## config.mk

```make
export PLATFORM = sky130hd
export DESIGN_NAME = kmi_top
export DESIGN_NICKNAME = d
export VERILOG_FILES = /design/src/hw/kmi_pkg.sv /design/src/hw/kmi_top.sv /design/src/hw/kmi_debounce.sv
export SDC_FILE = /design/constraint.sdc
export NUM_CORES = 1
export LEC_CHECK = 0
export BUFFER_PORTS_ARGS = -buffer_cell sky130_fd_sc_hd__buf_4
export CORE_ASPECT_RATIO = 0.5
export CORE_MARGIN = 2
export CORE_UTILIZATION = 64
export DETAILED_ROUTE_END_ITERATION = 8
export PLACE_DENSITY = 0.86
export SLEW_MARGIN = 40
export SYNTH_ARGS = -nofsm -noshare
export SYNTH_HDL_FRONTEND = slang
export SYNTH_HIERARCHICAL = 1
export SYNTH_SLANG_ARGS = --single-unit
```

## constraint.sdc

```tcl
create_clock -name clk_in -period 11.6 [get_ports clk_in]
set_input_delay 2.32 -clock clk_in [delete_from_list [all_inputs] [get_ports clk_in]]
set_output_delay 2.32 -clock clk_in [all_outputs]
set_load 0.01 [all_outputs]
```

## src/hw/kmi_pkg.sv

```systemverilog
// constants, level encoding and shared helpers for the keypad menu indicator block
// assumes a single 50 MHz system clock; all counts derive from it
`default_nettype none
package kmi_pkg;
    // clock and time base
    localparam int CLK_PERIOD_NS   = 20;
    localparam int TICK_NS         = 1_000_000;
    localparam int TICK_CYCLES     = TICK_NS / CLK_PERIOD_NS;
    localparam int SLOW_HALF_MS    = 500;
    localparam int FAST_HALF_MS    = 125;
    localparam int SLOW_W          = 10;
    localparam int FAST_W          = 8;
    localparam int DEBOUNCE_SAMPLES = 8;

    // key bit positions on the key input bus
    localparam int KEY_MENU    = 0;
    localparam int KEY_CONFIRM = 1;
    localparam int KEY_UP      = 2;
    localparam int KEY_DOWN    = 3;
    localparam int KEY_SHIFT   = 4;
    localparam int KEY_RUN     = 5;
    localparam int KEY_STOP    = 6;
    localparam int KEY_MULTI   = 7;
    localparam int KEY_COUNT   = 8;

    // command source encoding
    localparam logic [1:0] SRC_KEYPAD   = 2'h0;
    localparam logic [1:0] SRC_TERMINAL = 2'h1;
    localparam logic [1:0] SRC_COMM     = 2'h2;

    // menu walk limits
    localparam logic [6:0] GROUP_LAST_DEF = 7'h1F;
    localparam logic [6:0] PARAM_LAST_DEF = 7'h63;
    localparam logic [6:0] MON_LAST_DEF   = 7'h0F;
    localparam logic [1:0] DIGIT_LAST     = 2'h3;

    // gray along display, group, parameter, value
    typedef enum logic [1:0] {
        KMI_LVL_DISPLAY = 2'h0,
        KMI_LVL_GROUP   = 2'h1,
        KMI_LVL_PARAM   = 2'h3,
        KMI_LVL_VALUE   = 2'h2
    } kmi_level_t;

    function automatic logic [6:0] kmi_wrap(input logic [6:0] cur,
                                           input logic [6:0] last,
                                           input logic       inc);
        if (inc)
            kmi_wrap = (cur >= last) ? 7'h00 : 7'(cur + 7'h01);
        else
            kmi_wrap = (cur == 7'h00) ? last : 7'(cur - 7'h01);
    endfunction

    // weight of the selected hex digit
    function automatic logic [15:0] kmi_digit_step(input logic [1:0] digit);
        kmi_digit_step = 16'(16'h0001 << {digit, 2'h0});
    endfunction
endpackage
`default_nettype wire

```

## src/hw/kmi_top.sv

```systemverilog
// keypad decoding, three-level parameter menu and status indicators
// assumes the parameter store answers value and flags combinationally for
// the group and index shown on param_group_out / param_index_out
//
// Notes on behaviour
// - source light: keypad off, terminal on, link flashes
// - direction light: forward off, reverse on
// - alarm: torque on, tuning 1 Hz, fault 4 Hz
// - menu key enters or leaves first level
// - confirm descends levels, accepts at value level
// - up increases, down decreases selected item
// - shift cycles monitors, or moves edit digit
// - run key works only under keypad source
// - stop key stops; scope set by parameter
// - stop key resets fault in fault state
// - multi key toggles function chosen by parameter
// - three levels: group, parameter, setting value
// - edits accepted only while digit flashes
// - confirm stores, returns, selects next parameter
// - menu at value discards, keeps same parameter
// - locked parameter shows no flash, ignores edits
// - read-only parameters never editable from keypad
// - stop-only parameters locked while running
`timescale 1ns/1ps
`default_nettype none
module kmi_top #(
    parameter int         TICK_CYCLES = kmi_pkg::TICK_CYCLES,
    parameter logic [6:0] GROUP_LAST  = kmi_pkg::GROUP_LAST_DEF,
    parameter logic [6:0] PARAM_LAST  = kmi_pkg::PARAM_LAST_DEF,
    parameter logic [6:0] MON_LAST    = kmi_pkg::MON_LAST_DEF
) (
    input  wire logic                          clk_in,
    input  wire logic                          reset_n_in,
    input  wire logic [kmi_pkg::KEY_COUNT-1:0] keys_in,
    input  wire logic [1:0]                    cmd_source_in,
    input  wire logic                          running_in,
    input  wire logic                          reverse_in,
    input  wire logic                          torque_mode_in,
    input  wire logic                          tuning_in,
    input  wire logic                          fault_in,
    input  wire logic                          stop_key_scope_param_in,
    input  wire logic [3:0]                    multi_key_function_param_in,
    input  wire logic [15:0]                   param_value_in,
    input  wire logic                          param_read_only_in,
    input  wire logic                          param_stop_only_in,
    output logic                               command_source_indicator_out,
    output logic                               direction_indicator_out,
    output logic                               alarm_indicator_out,
    output logic [1:0]                         menu_level_out,
    output logic [4:0]                         param_group_out,
    output logic [6:0]                         param_index_out,
    output logic [15:0]                        edit_value_out,
    output logic [1:0]                         edit_digit_out,
    output logic                               digit_flash_out,
    output logic [3:0]                         monitor_select_out,
    output logic                               store_strobe_out,
    output logic [6:0]                         store_index_out,
    output logic                               run_request_out,
    output logic                               stop_request_out,
    output logic                               fault_reset_request_out,
    output logic                               multi_key_event_out,
    output logic                               multi_key_toggle_out,
    output logic [3:0]                         multi_key_action_out
);
    localparam int TICK_W = $clog2(TICK_CYCLES);

    typedef struct packed {
        kmi_pkg::kmi_level_t          lvl;
        logic [4:0]                   group;
        logic [6:0]                   index;
        logic [15:0]                  value;
        logic [1:0]                   digit;
        logic                         flash;
        logic                         store;
        logic [6:0]                   st_index;
        logic [3:0]                   mon;
        logic [TICK_W-1:0]            tick_cnt;
        logic                         tick;
        logic [kmi_pkg::SLOW_W-1:0]   slow_cnt;
        logic [kmi_pkg::FAST_W-1:0]   fast_cnt;
        logic                         slow_ph;
        logic                         fast_ph;
        logic                         cmd_led;
        logic                         dir_led;
        logic                         alm_led;
        logic                         run_req;
        logic                         stop_req;
        logic                         rst_req;
        logic                         mf_evt;
        logic                         mf_toggle;
        logic [3:0]                   mf_action;
    } kmi_state_t;

    kmi_state_t                  s;
    kmi_state_t                  next_s;
    logic [1:0]                  rst_sync;
    logic                        rst_n;
    logic [kmi_pkg::KEY_COUNT-1:0] press;
    logic                        editable;
    logic                        up_ok;
    logic                        dn_ok;
    logic                        sh_ok;

    // release the reset through two flops so every flop leaves reset together
    always_ff @(posedge clk_in or negedge reset_n_in)
    begin
        if (!reset_n_in)
            rst_sync <= 2'h0;
        else
            rst_sync <= {rst_sync[0], 1'b1};
    end
    assign rst_n = rst_sync[1];

    kmi_debounce #(
        .KEYS    (kmi_pkg::KEY_COUNT),
        .SAMPLES (kmi_pkg::DEBOUNCE_SAMPLES)
    ) u_debounce (
        .clk_in    (clk_in),
        .rst_n_in  (rst_n),
        .tick_in   (s.tick),
        .keys_in   (keys_in),
        .press_out (press)
    );

    // flags follow the selected parameter live, so a stop-only item unlocks
    // as soon as the drive stops without leaving the value level
    assign editable = !param_read_only_in && !(param_stop_only_in && running_in);
    assign up_ok    = press[kmi_pkg::KEY_UP] && s.flash;
    assign dn_ok    = press[kmi_pkg::KEY_DOWN] && s.flash;
    assign sh_ok    = press[kmi_pkg::KEY_SHIFT] && s.flash;

    always_comb
    begin
        next_s          = s;
        next_s.store    = 1'b0;
        next_s.run_req  = 1'b0;
        next_s.stop_req = 1'b0;
        next_s.rst_req  = 1'b0;
        next_s.mf_evt   = 1'b0;
        next_s.tick     = 1'b0;

        // 1 ms tick and the two blink phases
        if (s.tick_cnt == TICK_W'(TICK_CYCLES - 1))
        begin
            next_s.tick_cnt = '0;
            next_s.tick     = 1'b1;
        end
        else
        begin
            next_s.tick_cnt = TICK_W'(s.tick_cnt + 1'b1);
        end
        if (s.tick)
        begin
            if (s.slow_cnt == kmi_pkg::SLOW_W'(kmi_pkg::SLOW_HALF_MS - 1))
            begin
                next_s.slow_cnt = '0;
                next_s.slow_ph  = !s.slow_ph;
            end
            else
            begin
                next_s.slow_cnt = kmi_pkg::SLOW_W'(s.slow_cnt + 1'b1);
            end
            if (s.fast_cnt == kmi_pkg::FAST_W'(kmi_pkg::FAST_HALF_MS - 1))
            begin
                next_s.fast_cnt = '0;
                next_s.fast_ph  = !s.fast_ph;
            end
            else
            begin
                next_s.fast_cnt = kmi_pkg::FAST_W'(s.fast_cnt + 1'b1);
            end
        end

        // indicators
        next_s.cmd_led = (cmd_source_in == kmi_pkg::SRC_TERMINAL)
                      || ((cmd_source_in == kmi_pkg::SRC_COMM) && s.slow_ph);
        next_s.dir_led = reverse_in;
        if (fault_in)
            next_s.alm_led = s.fast_ph;
        else if (tuning_in)
            next_s.alm_led = s.slow_ph;
        else
            next_s.alm_led = torque_mode_in;

        // operation keys
        if (press[kmi_pkg::KEY_RUN] && (cmd_source_in == kmi_pkg::SRC_KEYPAD) && !fault_in)
            next_s.run_req = 1'b1;
        if (press[kmi_pkg::KEY_STOP])
        begin
            if (fault_in)
                next_s.rst_req = 1'b1;
            else if (running_in
                     && (stop_key_scope_param_in || (cmd_source_in == kmi_pkg::SRC_KEYPAD)))
                next_s.stop_req = 1'b1;
        end
        if (press[kmi_pkg::KEY_MULTI])
        begin
            next_s.mf_evt    = 1'b1;
            next_s.mf_toggle = !s.mf_toggle;
            next_s.mf_action = multi_key_function_param_in;
        end

        // menu walk
        case (s.lvl)
            kmi_pkg::KMI_LVL_DISPLAY:
            begin
                if (press[kmi_pkg::KEY_MENU] || press[kmi_pkg::KEY_CONFIRM])
                    next_s.lvl = kmi_pkg::KMI_LVL_GROUP;
                else if (press[kmi_pkg::KEY_SHIFT])
                    next_s.mon = 4'(kmi_pkg::kmi_wrap({3'h0, s.mon}, MON_LAST, 1'b1));
            end
            kmi_pkg::KMI_LVL_GROUP:
            begin
                if (press[kmi_pkg::KEY_MENU])
                    next_s.lvl = kmi_pkg::KMI_LVL_DISPLAY;
                else if (press[kmi_pkg::KEY_CONFIRM])
                begin
                    next_s.lvl   = kmi_pkg::KMI_LVL_PARAM;
                    next_s.index = 7'h00;
                end
                else if (up_ok || dn_ok)
                    next_s.group = 5'(kmi_pkg::kmi_wrap({2'h0, s.group}, GROUP_LAST, up_ok));
            end
            kmi_pkg::KMI_LVL_PARAM:
            begin
                if (press[kmi_pkg::KEY_MENU])
                    next_s.lvl = kmi_pkg::KMI_LVL_GROUP;
                else if (press[kmi_pkg::KEY_CONFIRM])
                begin
                    next_s.lvl   = kmi_pkg::KMI_LVL_VALUE;
                    next_s.value = param_value_in;
                    next_s.digit = 2'h0;
                end
                else if (up_ok || dn_ok)
                    next_s.index = kmi_pkg::kmi_wrap(s.index, PARAM_LAST, up_ok);
            end
            kmi_pkg::KMI_LVL_VALUE:
            begin
                if (press[kmi_pkg::KEY_MENU])
                    next_s.lvl = kmi_pkg::KMI_LVL_PARAM;
                else if (press[kmi_pkg::KEY_CONFIRM])
                begin
                    // a locked item is left unchanged: no store, still advance
                    next_s.lvl      = kmi_pkg::KMI_LVL_PARAM;
                    next_s.store    = s.flash;
                    next_s.st_index = s.index;
                    next_s.index    = kmi_pkg::kmi_wrap(s.index, PARAM_LAST, 1'b1);
                end
                else if (up_ok)
                    next_s.value = 16'(s.value + kmi_pkg::kmi_digit_step(s.digit));
                else if (dn_ok)
                    next_s.value = 16'(s.value - kmi_pkg::kmi_digit_step(s.digit));
                else if (sh_ok)
                    next_s.digit = (s.digit == kmi_pkg::DIGIT_LAST) ? 2'h0
                                   : 2'(s.digit + 2'h1);
            end
            default:
                next_s.lvl = kmi_pkg::KMI_LVL_DISPLAY;
        endcase

        // flash marks what the edit keys may change
        if (next_s.lvl == kmi_pkg::KMI_LVL_VALUE)
            next_s.flash = editable;
        else
            next_s.flash = (next_s.lvl != kmi_pkg::KMI_LVL_DISPLAY);
    end

    always_ff @(posedge clk_in or negedge rst_n)
    begin
        if (!rst_n)
            s <= '0;
        else
            s <= next_s;
    end

    assign command_source_indicator_out = s.cmd_led;
    assign direction_indicator_out      = s.dir_led;
    assign alarm_indicator_out          = s.alm_led;
    assign menu_level_out               = s.lvl;
    assign param_group_out              = s.group;
    assign param_index_out              = s.index;
    assign edit_value_out               = s.value;
    assign edit_digit_out               = s.digit;
    assign digit_flash_out              = s.flash;
    assign monitor_select_out           = s.mon;
    assign store_strobe_out             = s.store;
    assign store_index_out              = s.st_index;
    assign run_request_out              = s.run_req;
    assign stop_request_out             = s.stop_req;
    assign fault_reset_request_out      = s.rst_req;
    assign multi_key_event_out          = s.mf_evt;
    assign multi_key_toggle_out         = s.mf_toggle;
    assign multi_key_action_out         = s.mf_action;
endmodule // kmi_top
`default_nettype wire

```

## src/hw/kmi_debounce.sv

```systemverilog
// key debouncer: one press pulse per physical press
// assumes keys are active high, synchronous, and tick_in is a one-cycle enable
`timescale 1ns/1ps
`default_nettype none
module kmi_debounce #(
    parameter int KEYS    = kmi_pkg::KEY_COUNT,
    parameter int SAMPLES = kmi_pkg::DEBOUNCE_SAMPLES
) (
    input  wire logic            clk_in,
    input  wire logic            rst_n_in,
    input  wire logic            tick_in,
    input  wire logic [KEYS-1:0] keys_in,
    output logic      [KEYS-1:0] press_out
);
    typedef struct packed {
        logic [KEYS-1:0][SAMPLES-1:0] hist;
        logic [KEYS-1:0]              level;
        logic [KEYS-1:0]              press;
    } kmi_deb_t;

    kmi_deb_t s;
    kmi_deb_t next_s;

    // a level only flips after a full run of equal samples, so a bouncing
    // contact never makes a second edge; holding the key gives no repeats
    always_comb
    begin
        next_s       = s;
        next_s.press = '0;
        if (tick_in)
        begin
            for (int k = 0; k < KEYS; k++)
            begin
                next_s.hist[k] = {s.hist[k][SAMPLES-2:0], keys_in[k]};
                if (&next_s.hist[k] && !s.level[k])
                begin
                    next_s.level[k] = 1'b1;
                    next_s.press[k] = 1'b1;
                end
                else if (~|next_s.hist[k])
                begin
                    next_s.level[k] = 1'b0;
                end
            end
        end
    end

    always_ff @(posedge clk_in or negedge rst_n_in)
    begin
        if (!rst_n_in)
            s <= '0;
        else
            s <= next_s;
    end

    assign press_out = s.press;
endmodule // kmi_debounce
`default_nettype wire

```

==> impl_metrics.csv, run 1 <==
group,metric,value,unit
power_and_ir_drop,powerDensity,122,mW/mm²
sta,finalSetupTns,0,ns
synth,synth_seq_cells,168,
synth,netlist.area_leader.share,47.3,%
global_routing,grt_usage,25.2,%
drt,wl_per_cell,15.9,µm
drt,drc_errors,0,
setup_path,cp.required,9.28,ns
cts,htreeDepth,4,
final_layout,fill_cells,950,
cts,postCtsSetupBuffers,0,
cts,cts_tree,"built",
final_layout,postLayoutCellArea,0.00995,mm²
power_and_ir_drop,ir_worst_vdd,0.0887,mV
synth,synth_warnings,6,
die,initial_core_util,65.6,%
cts,cts_hold_buf,0,
setup_path,r2r_slack,8.35,ns
cts,cts_resized,0,
global_routing,grt_first_pass_wirelength,29600,µm
sta,worst_pin_slew,0.658,ns
final_layout,nets,967,
setup_path,cp.arrival,1.23,ns
cts,root_buffer,"clkbuf_16",
setup_path,endpoint,"menu_level_out[1]",
cts,insertion_delay,0.42,ns
placed_design,dp.final_hpwl,12100,µm
synth,synth_edf_count,0,
placed_design,portBuffers,96,
setup_path,crit_cells,1,
global_routing,grt_pass1_vias,6247,
drt,dr_total_vias,6465,
setup_path,cp_max_fo,16,
sta,hold_ws,0.178,ns
die,std_cell_rows,30,
final_layout,num_antenna_cells,0,
power_and_ir_drop,seqPwrFrac,48.3,%
die,die-area,0.0149,mm²
power_and_ir_drop,p_int,0.000962,W
final_layout,area_growth,11.9,%
die,die_h,87.3,µm
placed_design,gp_congestion,0.918,
power_and_ir_drop,p_switching,0.000256,W
synth,synth_cell_types,65,
sta,relSlewSlack,56.1,%
synth,syn_nets,932,
synth,synthCells,866,
power_and_ir_drop,clock_power_share,49.6,%
setup_path,critPathLaunch,"menu_level_out[1]",
synth,syn_avg_cell_area,10.3,µm²
setup_path,critPathMaxStageDelay,0.60,ns
setup_path,path_buf_inv,1,
setup_path,start_kind,"flip-flop",
placed_design,post_dp_cell_area,0.00932,mm²
flow_run,drv_cap,0,
final_layout,layout_common_cells,"dfrtp_1 (166), buf_4 (99), nor2_1 (74)",
power_and_ir_drop,combPwrFrac,2.1,%
cts,max-clock-path-buffers,2,
die,die_w,171,µm
sta,rsz0062_at_grt,"false",
cts,cts_buffers,17,
synth,synth_area,0.00889,mm²
sta,slew_viol_final,0,
sta,fin_crit_sh,30.6,%
final_layout,multi_input_area,0.00400,mm²
worst_hold_path,holdCritPathClass,"reg2async",
final_layout,final_cells,1106,
final_layout,layout_commonest_cell,"dfrtp_1",
status,status,"finished clean",
power_and_ir_drop,power.leakage,4.80,nW
synth,yosysTopAreaCell,"dfrtp_1",
sta,fmax,282,MHz
drt,detail-route-antenna-nets,0,
sta,setup_viol,0,
setup_path,endpoint_kind,"output pin",
cts,cts_sinks,168,
drt,first_pass_iters,5,
die,io-pin-count,97,
synth,yosysSeqAreaShare,47.3,%
placed_design,placed_cells,1074,
power_and_ir_drop,swShare,21.0,%
final_layout,seq_area,0.00421,mm²
sta,period_needed,3.55,ns
sta,finalHoldViolCount,0,
sta,finClkSkew,0.0117,ns
global_routing,grt_max_degree,85,
setup_path,cp_cell_sequence,"buf_4",
setup_path,regToRegEndpoint,"edit_value_out[15]",
setup_path,critPathKind,"reg2out",
cts,clk_pin_slew,0.07,ns
placed_design,post-place-ws,8.42,ns
synth,async_reset_ff_share,100,%
global_routing,antenna_found_initial,0,
sta,setup_ws,8.05,ns
synth,synth-main-ff-cell,"dfrtp_1",
die,coreArea,0.0136,mm²
setup_path,r2r_cells,13,
synth,synth_area_leaders,"dfrtp_1 (47%), mux2_2 (8.0%), buf_4 (5.1%), ha_1 (3.7%), nor2_1 (3.1%)",
setup_path,cpLargestDelayFamily,"flip-flops",
drt,via_per_inst,5.85,
final_layout,drive_gt1_share,24.2,%
global_routing,overflow,0,
drt,detail_route.iter0.violations,605,
drt,finalWirelength,17600,µm
setup_path,slowest_stage,"dfrtp_1",
setup_path,r2r_start,"edit_digit_out[1]",
power groups by stage:
stage               sequential, W  combinational, W  clock, W
CTS                      0.000588         0.0000269  0.000611
global route             0.000588         0.0000294  0.000637
floorplan                0.000606        0.00000224         0
global placement         0.000599         0.0000259         0
finish                   0.000588         0.0000260  0.000604
detailed placement       0.000599         0.0000267         0
through the flow:
| step | power [W] | util [%] |
|---|---|---|
| after floorplan | 0.000609 | - |
| after global placement | 0.000625 | 68.7 |
| after detailed placement | 0.000626 | 68.8 |
| after CTS | 0.00123 | 73.4 |
| after global routing | 0.00125 | 73.4 |
| final | 0.00122 | 73.4 |
layout make-up:
type | instances | share of cell area [%]
multi-input cells | 586 | 40.2
well taps | 192 | 2.42
repair buffers | 101 | 7.72
clock buffers | 19 | 4.35
flip-flops and latches | 168 | 42.3
inverters | 27 | 1.02
clock inverters | 13 | 1.94
cells by family after synthesis:
group / synth area share, %
other: 0.0422
adder cells (fa/ha/maj): 3.66
flip-flops: 47.3
AND/OR/NAND/NOR: 17.2
multiplexers: 8.32
AO/OA/AOI/OAI: 11.9
XOR/XNOR: 3.94
buffers and inverters: 7.66
synth_stat cells, types with 3 or more instances:
cell type / number
a211oi_1: 3
a21o_1: 13
a21oi_1: 53
a2bb2oi_1: 4
a31oi_1: 5
and2_1: 4
and3_1: 17
buf_4: 60
clkbuf_1: 17
dfrtp_1: 168
ha_1: 26
inv_1: 27
mux2_2: 63
mux2i_1: 3
nand2_1: 58
nand2_2: 7
nand2b_1: 5
nand3_1: 23
nand4_1: 29
nand4b_1: 9
nor2_1: 74
nor2b_1: 6
nor3_1: 17
nor3_4: 7
nor4_1: 8
o21ai_0: 48
o22ai_1: 7
o31ai_1: 9
or3_1: 10
xnor2_1: 18
xor2_1: 22
worst min-delay path by stage:
stage,cells past startpoint,endpoint
6_report,0,u_debounce/s[64]
2_1_floorplan,0,rst_sync[1]
3_5_place_dp,0,u_debounce/s[64]
3_3_place_gp,0,u_debounce/s[64]
5_1_grt,0,multi_key_toggle_out
4_1_cts,0,multi_key_toggle_out
metal layers:
metal | wire length (µm) | up-vias | global-route usage [%]
met5 | 0 | - | 0
li1 | - | 3100 | -
met3 | 697 | 21 | 4.59
met2 | 8570 | 164 | 42.3
met1 | 8120 | 3180 | 34.0
met4 | 221 | 0 | 7.69
registers in the layout (all words and copies together) (netlist names), 2 cells and up:
| name | flops |
|---|---|
| menu_level_out | 2 |
| s | 37 |
| rst_sync | 2 |
| u_debounce/s | 64 |
| edit_digit_out | 2 |
| store_index_out | 7 |
| edit_value_out | 16 |
| multi_key_action_out | 4 |
| param_group_out | 5 |
| monitor_select_out | 4 |
| u_debounce/press_out | 8 |
| param_index_out | 7 |
Power figures use the tool's default switching activity.
==> inputs of run 2 (changes only) <==
Settings changed: ABC_AREA set to 1, CORE_UTILIZATION 64 to 60, PLACE_DENSITY 0.86 to 0.81.
Clock period 11.6 ns to 3.6 ns, I/O delays scaled along.
==> run 2 against run 1 <==
Net effect:
- via count up 18%
- clock skew down 0.0016 ns
- first-iteration DRC count down 11%
- global-route usage down 1.2 points
- final cell count up 33%
- utilization down 5.4 points
- final area up 5.4%
- clock-buffer cell count down 2
==> impl_metrics.csv, run 2 <==
group,metric,value,unit
power_and_ir_drop,seqPwrFrac,50.1,%
sta,finalHoldViolCount,0,
final_layout,layout_common_cells,"nand2_1 (293), inv_1 (170), dfrtp_1 (166)",
power_and_ir_drop,powerDensity,360,mW/mm²
synth,synth_area_leaders,"dfrtp_1 (44%), nand2_1 (12%), inv_1 (6.8%), o21ai_0 (5.2%), nor2_1 (5.0%)",
global_routing,antenna_found_initial,0,
worst_hold_path,holdCritPathClass,"in2async",
sta,fmax,379,MHz
final_layout,top_register,"u_debounce/s",
sta,fin_crit_sh,73.4,%
power_and_ir_drop,swShare,24.3,%
cts,root_buffer,"clkbuf_16",
synth,yosys.cell_count.top_type,"nand2_1",
placed_design,portBuffers,96,
setup_path,r2r_slack,0.96,ns
synth,synthCells,1215,
die,die_w,181,µm
synth,synth_seq_cells,168,
sta,finalSetupTns,0,ns
final_layout,fin_util,68.0,%
drt,first_pass_iters,5,
drt,wl_per_cell,13.1,µm
drt,drc_errors,0,
drt,finalWirelength,19200,µm
synth,synth_edf_count,0,
setup_path,endpoint_kind,"flip-flop",
synth,synth_cell_types,51,
cts,cts_resized,0,
drt,via_per_inst,5.18,
synth,synthTopCellsByCount,"nand2_1 (293), inv_1 (170), dfrtp_1 (168)",
final_layout,nets,1320,
power_and_ir_drop,clock_power_share,47.5,%
cts,cts_buffers,17,
cts,clk_pin_slew,0.07,ns
setup_path,r2r_cells,18,
sta,slew_viol_final,0,
drt,dr_total_vias,7614,
cts,cts_tree,"built",
cts,htreeDepth,4,
power_and_ir_drop,ir_worst_vdd,0.323,mV
global_routing,grt_pass1_vias,7301,
global_routing,grt_max_degree,161,
sta,setup_viol,0,
synth,synth-main-ff-cell,"dfrtp_1",
cts,cts_hold_buf,0,
synth,yosysTopAreaCell,"dfrtp_1",
final_layout,num_antenna_cells,0,
die,coreArea,0.0154,mm²
power_and_ir_drop,power.leakage,5.26,nW
synth,yosysSeqAreaShare,44.5,%
setup_path,cp.required,3.90,ns
die,io-pin-count,97,
power_and_ir_drop,combPwrFrac,2.4,%
flow_run,drv_cap,0,
placed_design,gp_congestion,0.912,
setup_path,regToRegEndpoint,"edit_value_out[11]",
synth,async_reset_ff_share,100,%
setup_path,start_kind,"flip-flop",
global_routing,grt_first_pass_wirelength,32900,µm
synth,syn_avg_cell_area,7.78,µm²
setup_path,cp_max_fo,6,
cts,cts_sinks,168,
sta,rsz0062_at_grt,"false",
sta,finClkSkew,0.0101,ns
final_layout,largest_reg_flops,64,
setup_path,cp.arrival,2.95,ns
setup_path,r2r_start,"edit_digit_out[0]",
global_routing,overflow,0,
final_layout,drive_gt1_share,14.3,%
sta,period_needed,2.64,ns
synth,syn_nets,1281,
global_routing,grt_usage,24.0,%
synth,synth_warnings,6,
cts,postCtsSetupBuffers,0,
die,initial_core_util,61.3,%
final_layout,area_growth,10.9,%
synth,netlist.area_leader.share,44.5,%
power_and_ir_drop,p_int,0.00286,W
die,std_cell_rows,32,
die,die-area,0.0168,mm²
cts,max-clock-path-buffers,2,
die,die_h,92.8,µm
drt,detail-route-antenna-nets,0,
drt,detail_route.iter0.violations,539,
setup_path,critPathKind,"reg2reg",
status,status,"finished clean",
placed_design,dp.final_hpwl,13400,µm
power_and_ir_drop,p_switching,0.000917,W
final_layout,layout_commonest_cell,"nand2_1",
cts,insertion_delay,0.43,ns
synth,synth_area,0.00945,mm²
==> run 2: logic make-up after synthesis <==
family	after synthesis	synth area share, %
AOI/OAI and AO/OA	181	10.7
muxes	4	0.477
buffers and inverters	255	13.4
adders and majority gates	26	3.44
xor gates and xnor gates	24	2.22
DFF	168	44.5
and+or+nand+nor	556	25.2
other	1	0.0397
==> run 2: how the worst max path moves through the flow <==
stage	from	end	slack (ns)	depth (start not counted)
after floorplan	rst_sync[1]	alarm_indicator_out	0.82	0
after global placement	edit_digit_out[0]	edit_value_out[15]	1.12	18
after detailed placement	edit_digit_out[0]	edit_value_out[11]	1.0	18
after CTS	edit_digit_out[1]	edit_value_out[11]	0.98	18
after global routing	edit_digit_out[1]	edit_value_out[11]	0.70	18
final	edit_digit_out[0]	edit_value_out[11]	0.96	18
==> run 2: layout make-up <==
class	count	area, µm²
Clock inverter	15	160
Multi-Input combinational cell	792	3980
Fill cell	1243	4930
Tap cell	204	255
Inverter	175	657
Timing Repair Buffer	100	796
Sequential cell	168	4210
Clock buffer	17	425
==> run 2: metrics by stage <==
step	total power [W]	hold WS (ns)	std cells	setup WS [ns]	cell area, µm²
after floorplan	0.00196	0.331	1215	0.822	9450
after global placement	0.00202	0.127	1438	1.12	9870
after detailed placement	0.00202	0.129	1438	0.996	9870
after CTS	0.00382	0.0475	1470	0.975	10500
after global routing	0.00391	0.0470	1471	0.698	10500
final	0.00378	0.0669	1471	0.958	10500
==> run 2: layer usage <==
metal	GRT usage, %	routed length [µm]
met5	0	0
met4	7.11	213
met3	4.44	790
met2	41.2	9190
met1	31.4	9020
==> run 2: power by group through the flow <==
| stage | combinational [W] | clock (W) | sequential (W) |
|---|---|---|---|
| after floorplan | 0.0000101 | 0 | 0.00195 |
| final | 0.0000906 | 0.00179 | 0.00189 |
| after global routing | 0.000103 | 0.00192 | 0.00189 |
| after CTS | 0.0000905 | 0.00184 | 0.00189 |
| after global placement | 0.0000886 | 0 | 0.00193 |
| after detailed placement | 0.0000903 | 0 | 0.00193 |
==> run 2: worst max-delay path, stage by stage (launching register included) <==
cell,delay (ns)
dfrtp_1,0.43
inv_1,0.16
ha_1,0.19
inv_1,0.06
ha_1,0.27
nand2_1,0.06
o21ai_0,0.09
ha_1,0.38
nand4_1,0.11
nand2_1,0.10
nand3_1,0.06
nand2_1,0.07
clkinv_1,0.08
nand2_2,0.11
nand2_1,0.08
nand3_1,0.07
nand3_1,0.07
nand2_1,0.07
nand2_1,0.06
==> inputs of run 3 (changes only) <==
Clock period 3.6 ns to 2.6 ns, I/O delays scaled along.
==> run 3 against run 2 <==
Net effect:
- wire length is 2.4% higher
- largest power group unchanged
- largest cell class unchanged
- clock power is 42% higher
- register-to-register slack worse by 0.80 ns
- first-iteration DRC count is 5.6% higher
- via count is 2.3% higher
- total power is 40% higher
- maximum frequency is 8.2% higher
- final area is 1.2% higher
- clock skew is 0.0040 ns higher
- non-clock buffer count is 7 higher
==> impl_metrics.csv, run 3 (same netlist as run 2, synthesis figures left out) <==
group,metric,value,unit
status,status,"finished clean",
cts,max-clock-path-buffers,2,
global_routing,grt_usage,24.2,%
die,die_w,181,µm
sta,relSlewSlack,58.5,%
final_layout,layout_common_cells,"nand2_1 (291), inv_1 (167), dfrtp_1 (165)",
drt,via_per_inst,5.27,
sta,worst_pin_slew,0.622,ns
drt,wl_per_cell,13.3,µm
setup_path,critPathKind,"reg2reg",
final_layout,area_growth,12.2,%
final_layout,largest_reg_flops,64,
die,std_cell_rows,32,
cts,root_buffer,"clkbuf_16",
final_layout,drive_gt1_share,15.7,%
power_and_ir_drop,power.leakage,5.30,nW
setup_path,start_kind,"flip-flop",
placed_design,portBuffers,96,
setup_path,endpoint_kind,"flip-flop",
drt,detail-route-antenna-nets,0,
die,die_h,92.8,µm
sta,rsz0062_at_grt,"true",
sta,finClkSkew,0.0141,ns
cts,cts_sinks,168,
worst_hold_path,worstHoldStart,"reverse_in",
final_layout,layout_commonest_cell,"nand2_1",
placed_design,dp.final_hpwl,13600,µm
drt,detail_route.iter0.violations,569,
cts,insertion_delay,0.44,ns
setup_path,cp_common_cell,"nand2_1",
sta,period_needed,2.44,ns
final_layout,top_register,"u_debounce/s",
drt,first_pass_iters,5,
setup_path,critPathMaxStageDelay,0.45,ns
power_and_ir_drop,ir_worst_vdd,0.474,mV
setup_path,cp.required,2.92,ns
sta,slew_viol_final,0,
setup_path,cp.arrival,2.76,ns
die,initial_core_util,61.3,%
placed_design,post-place-ws,0.120,ns
die,io-pin-count,97,
sta,fmax,410,MHz
sta,setup_viol,0,
global_routing,grt_max_degree,80,
cts,clk_pin_slew,0.07,ns
global_routing,grt_first_pass_wirelength,33200,µm
cts,cts_buffers,17,
drt,dr_total_vias,7786,
die,coreArea,0.0154,mm²
final_layout,num_antenna_cells,0,
global_routing,antenna_found_initial,0,
global_routing,overflow,0,
final_layout,fill_cells,1219,
setup_path,r2r_start,"edit_digit_out[0]",
setup_path,path_buf_inv,5,
setup_path,cpLargestDelayFamily,"simple AND/OR/NAND/NOR gates",
sta,setup_ws,0.159,ns
power_and_ir_drop,powerDensity,499,mW/mm²
final_layout,nets,1327,
final_layout,fin_util,68.8,%
drt,finalWirelength,19700,µm
setup_path,critPathLaunch,"edit_digit_out[0]",
drt,drc_errors,0,
global_routing,grt_pass1_vias,7313,
sta,fin_crit_sh,93.9,%
die,die-area,0.0168,mm²
setup_path,cp_cell_sequence,"inv_2 > buf_4 > ha_2 > nand3_1 > nand2_1 > inv_1 > ha_1 > inv_1 > nand2_1 > nand3_1 > o21bai_2 > a21oi_1 > inv_1 > nand2_1 > nand3_1 > nand2_1 > nand2_1",
flow_run,drv_cap,0,
cts,cts_tree,"built",
setup_path,cp_max_fo,6,
placed_design,gp_congestion,0.931,
worst_hold_path,holdCritPathClass,"in2reg",
sta,finalHoldViolCount,0,
setup_path,slowest_stage,"dfrtp_2",
cts,htreeDepth,4,
==> run 3: report_power, final <==
| group | leakage [nW] | total [W] | switching (W) | internal (W) |
|---|---|---|---|---|
| clock | 0.286 | 0.00255 | 0.00125 | 0.00130 |
| combinational | 2.90 | 0.000114 | 0.0000584 | 0.0000558 |
| sequential | 2.12 | 0.00263 | 0.0000150 | 0.00262 |
| total | 5.30 | 0.00529 | 0.00132 | 0.00397 |
==> run 3: worst register-to-register path, delay by kind of cell (launching register included) <==
| family | cells | cell delay, ns |
|---|---|---|
| flip-flops | 1 | 0.45 |
| AO/OA/AOI/OAI | 2 | 0.33 |
| AND/OR/NAND/NOR | 8 | 0.72 |
| adder cells (fa/ha/maj) | 2 | 0.43 |
| buffers and inverters | 5 | 0.40 |
==> run 3: worst paths after layout <==
| kind | cells past startpoint | slack (ns) | end |
|---|---|---|---|
| setup / recovery | 17 | 0.16 | edit_value_out[8] |
| hold / removal | 1 | 0.19 | direction_indicator_out |
| setup reg to reg | 17 | 0.16 | edit_value_out[8] |
| hold reg to reg | 0 | 0.35 | rst_sync[1] |
| max in group asynchronous | 1 | 1.41 | edit_digit_out[0] |
| min in group asynchronous | 0 | 0.36 | s[40] |
==> run 3: final cells by class <==
class	instances	area [µm²]	area share, %
clock buffers	17	425	4.01
clock inverters	15	176	1.66
inverters	175	657	6.19
multi-input cells	792	4040	38.1
flip-flops and latches	168	4210	39.7
well taps	204	255	2.41
repair buffers	107	843	7.95
==> run 3: through the flow <==
| step | instance area (µm²) | power (W) | cells | hold slack [ns] | setup TNS, ns |
|---|---|---|---|---|---|
| floorplan | 9460 | 0.00272 | 1215 | 0.224 | 0 |
| global placement | 9920 | 0.00280 | 1443 | 0.303 | 0 |
| detailed placement | 9920 | 0.00280 | 1443 | 0.303 | 0 |
| CTS | 10500 | 0.00535 | 1476 | 0.179 | 0 |
| global route | 10600 | 0.00548 | 1478 | 0.170 | -0.0351 |
| finish | 10600 | 0.00529 | 1478 | 0.191 | 0 |
==> run 3: layer usage <==
| metal | up-vias | share of wire, % | GRT usage, % |
|---|---|---|---|
| met5 | - | 0 | 0 |
| met4 | 0 | 1.1 | 6.78 |
| met3 | 22 | 5.0 | 4.48 |
| met2 | 203 | 48 | 41.1 |
| met1 | 3669 | 46 | 32.2 |
| li1 | 3892 | - | - |
==> run 3: repair_timing <==
item	in CTS	in global routing
buffers inserted	0	2
hold buffers	1	0
resized for setup	0	17
endpoints found under the hold margin	2	0
endpoints found under the setup margin	0	6
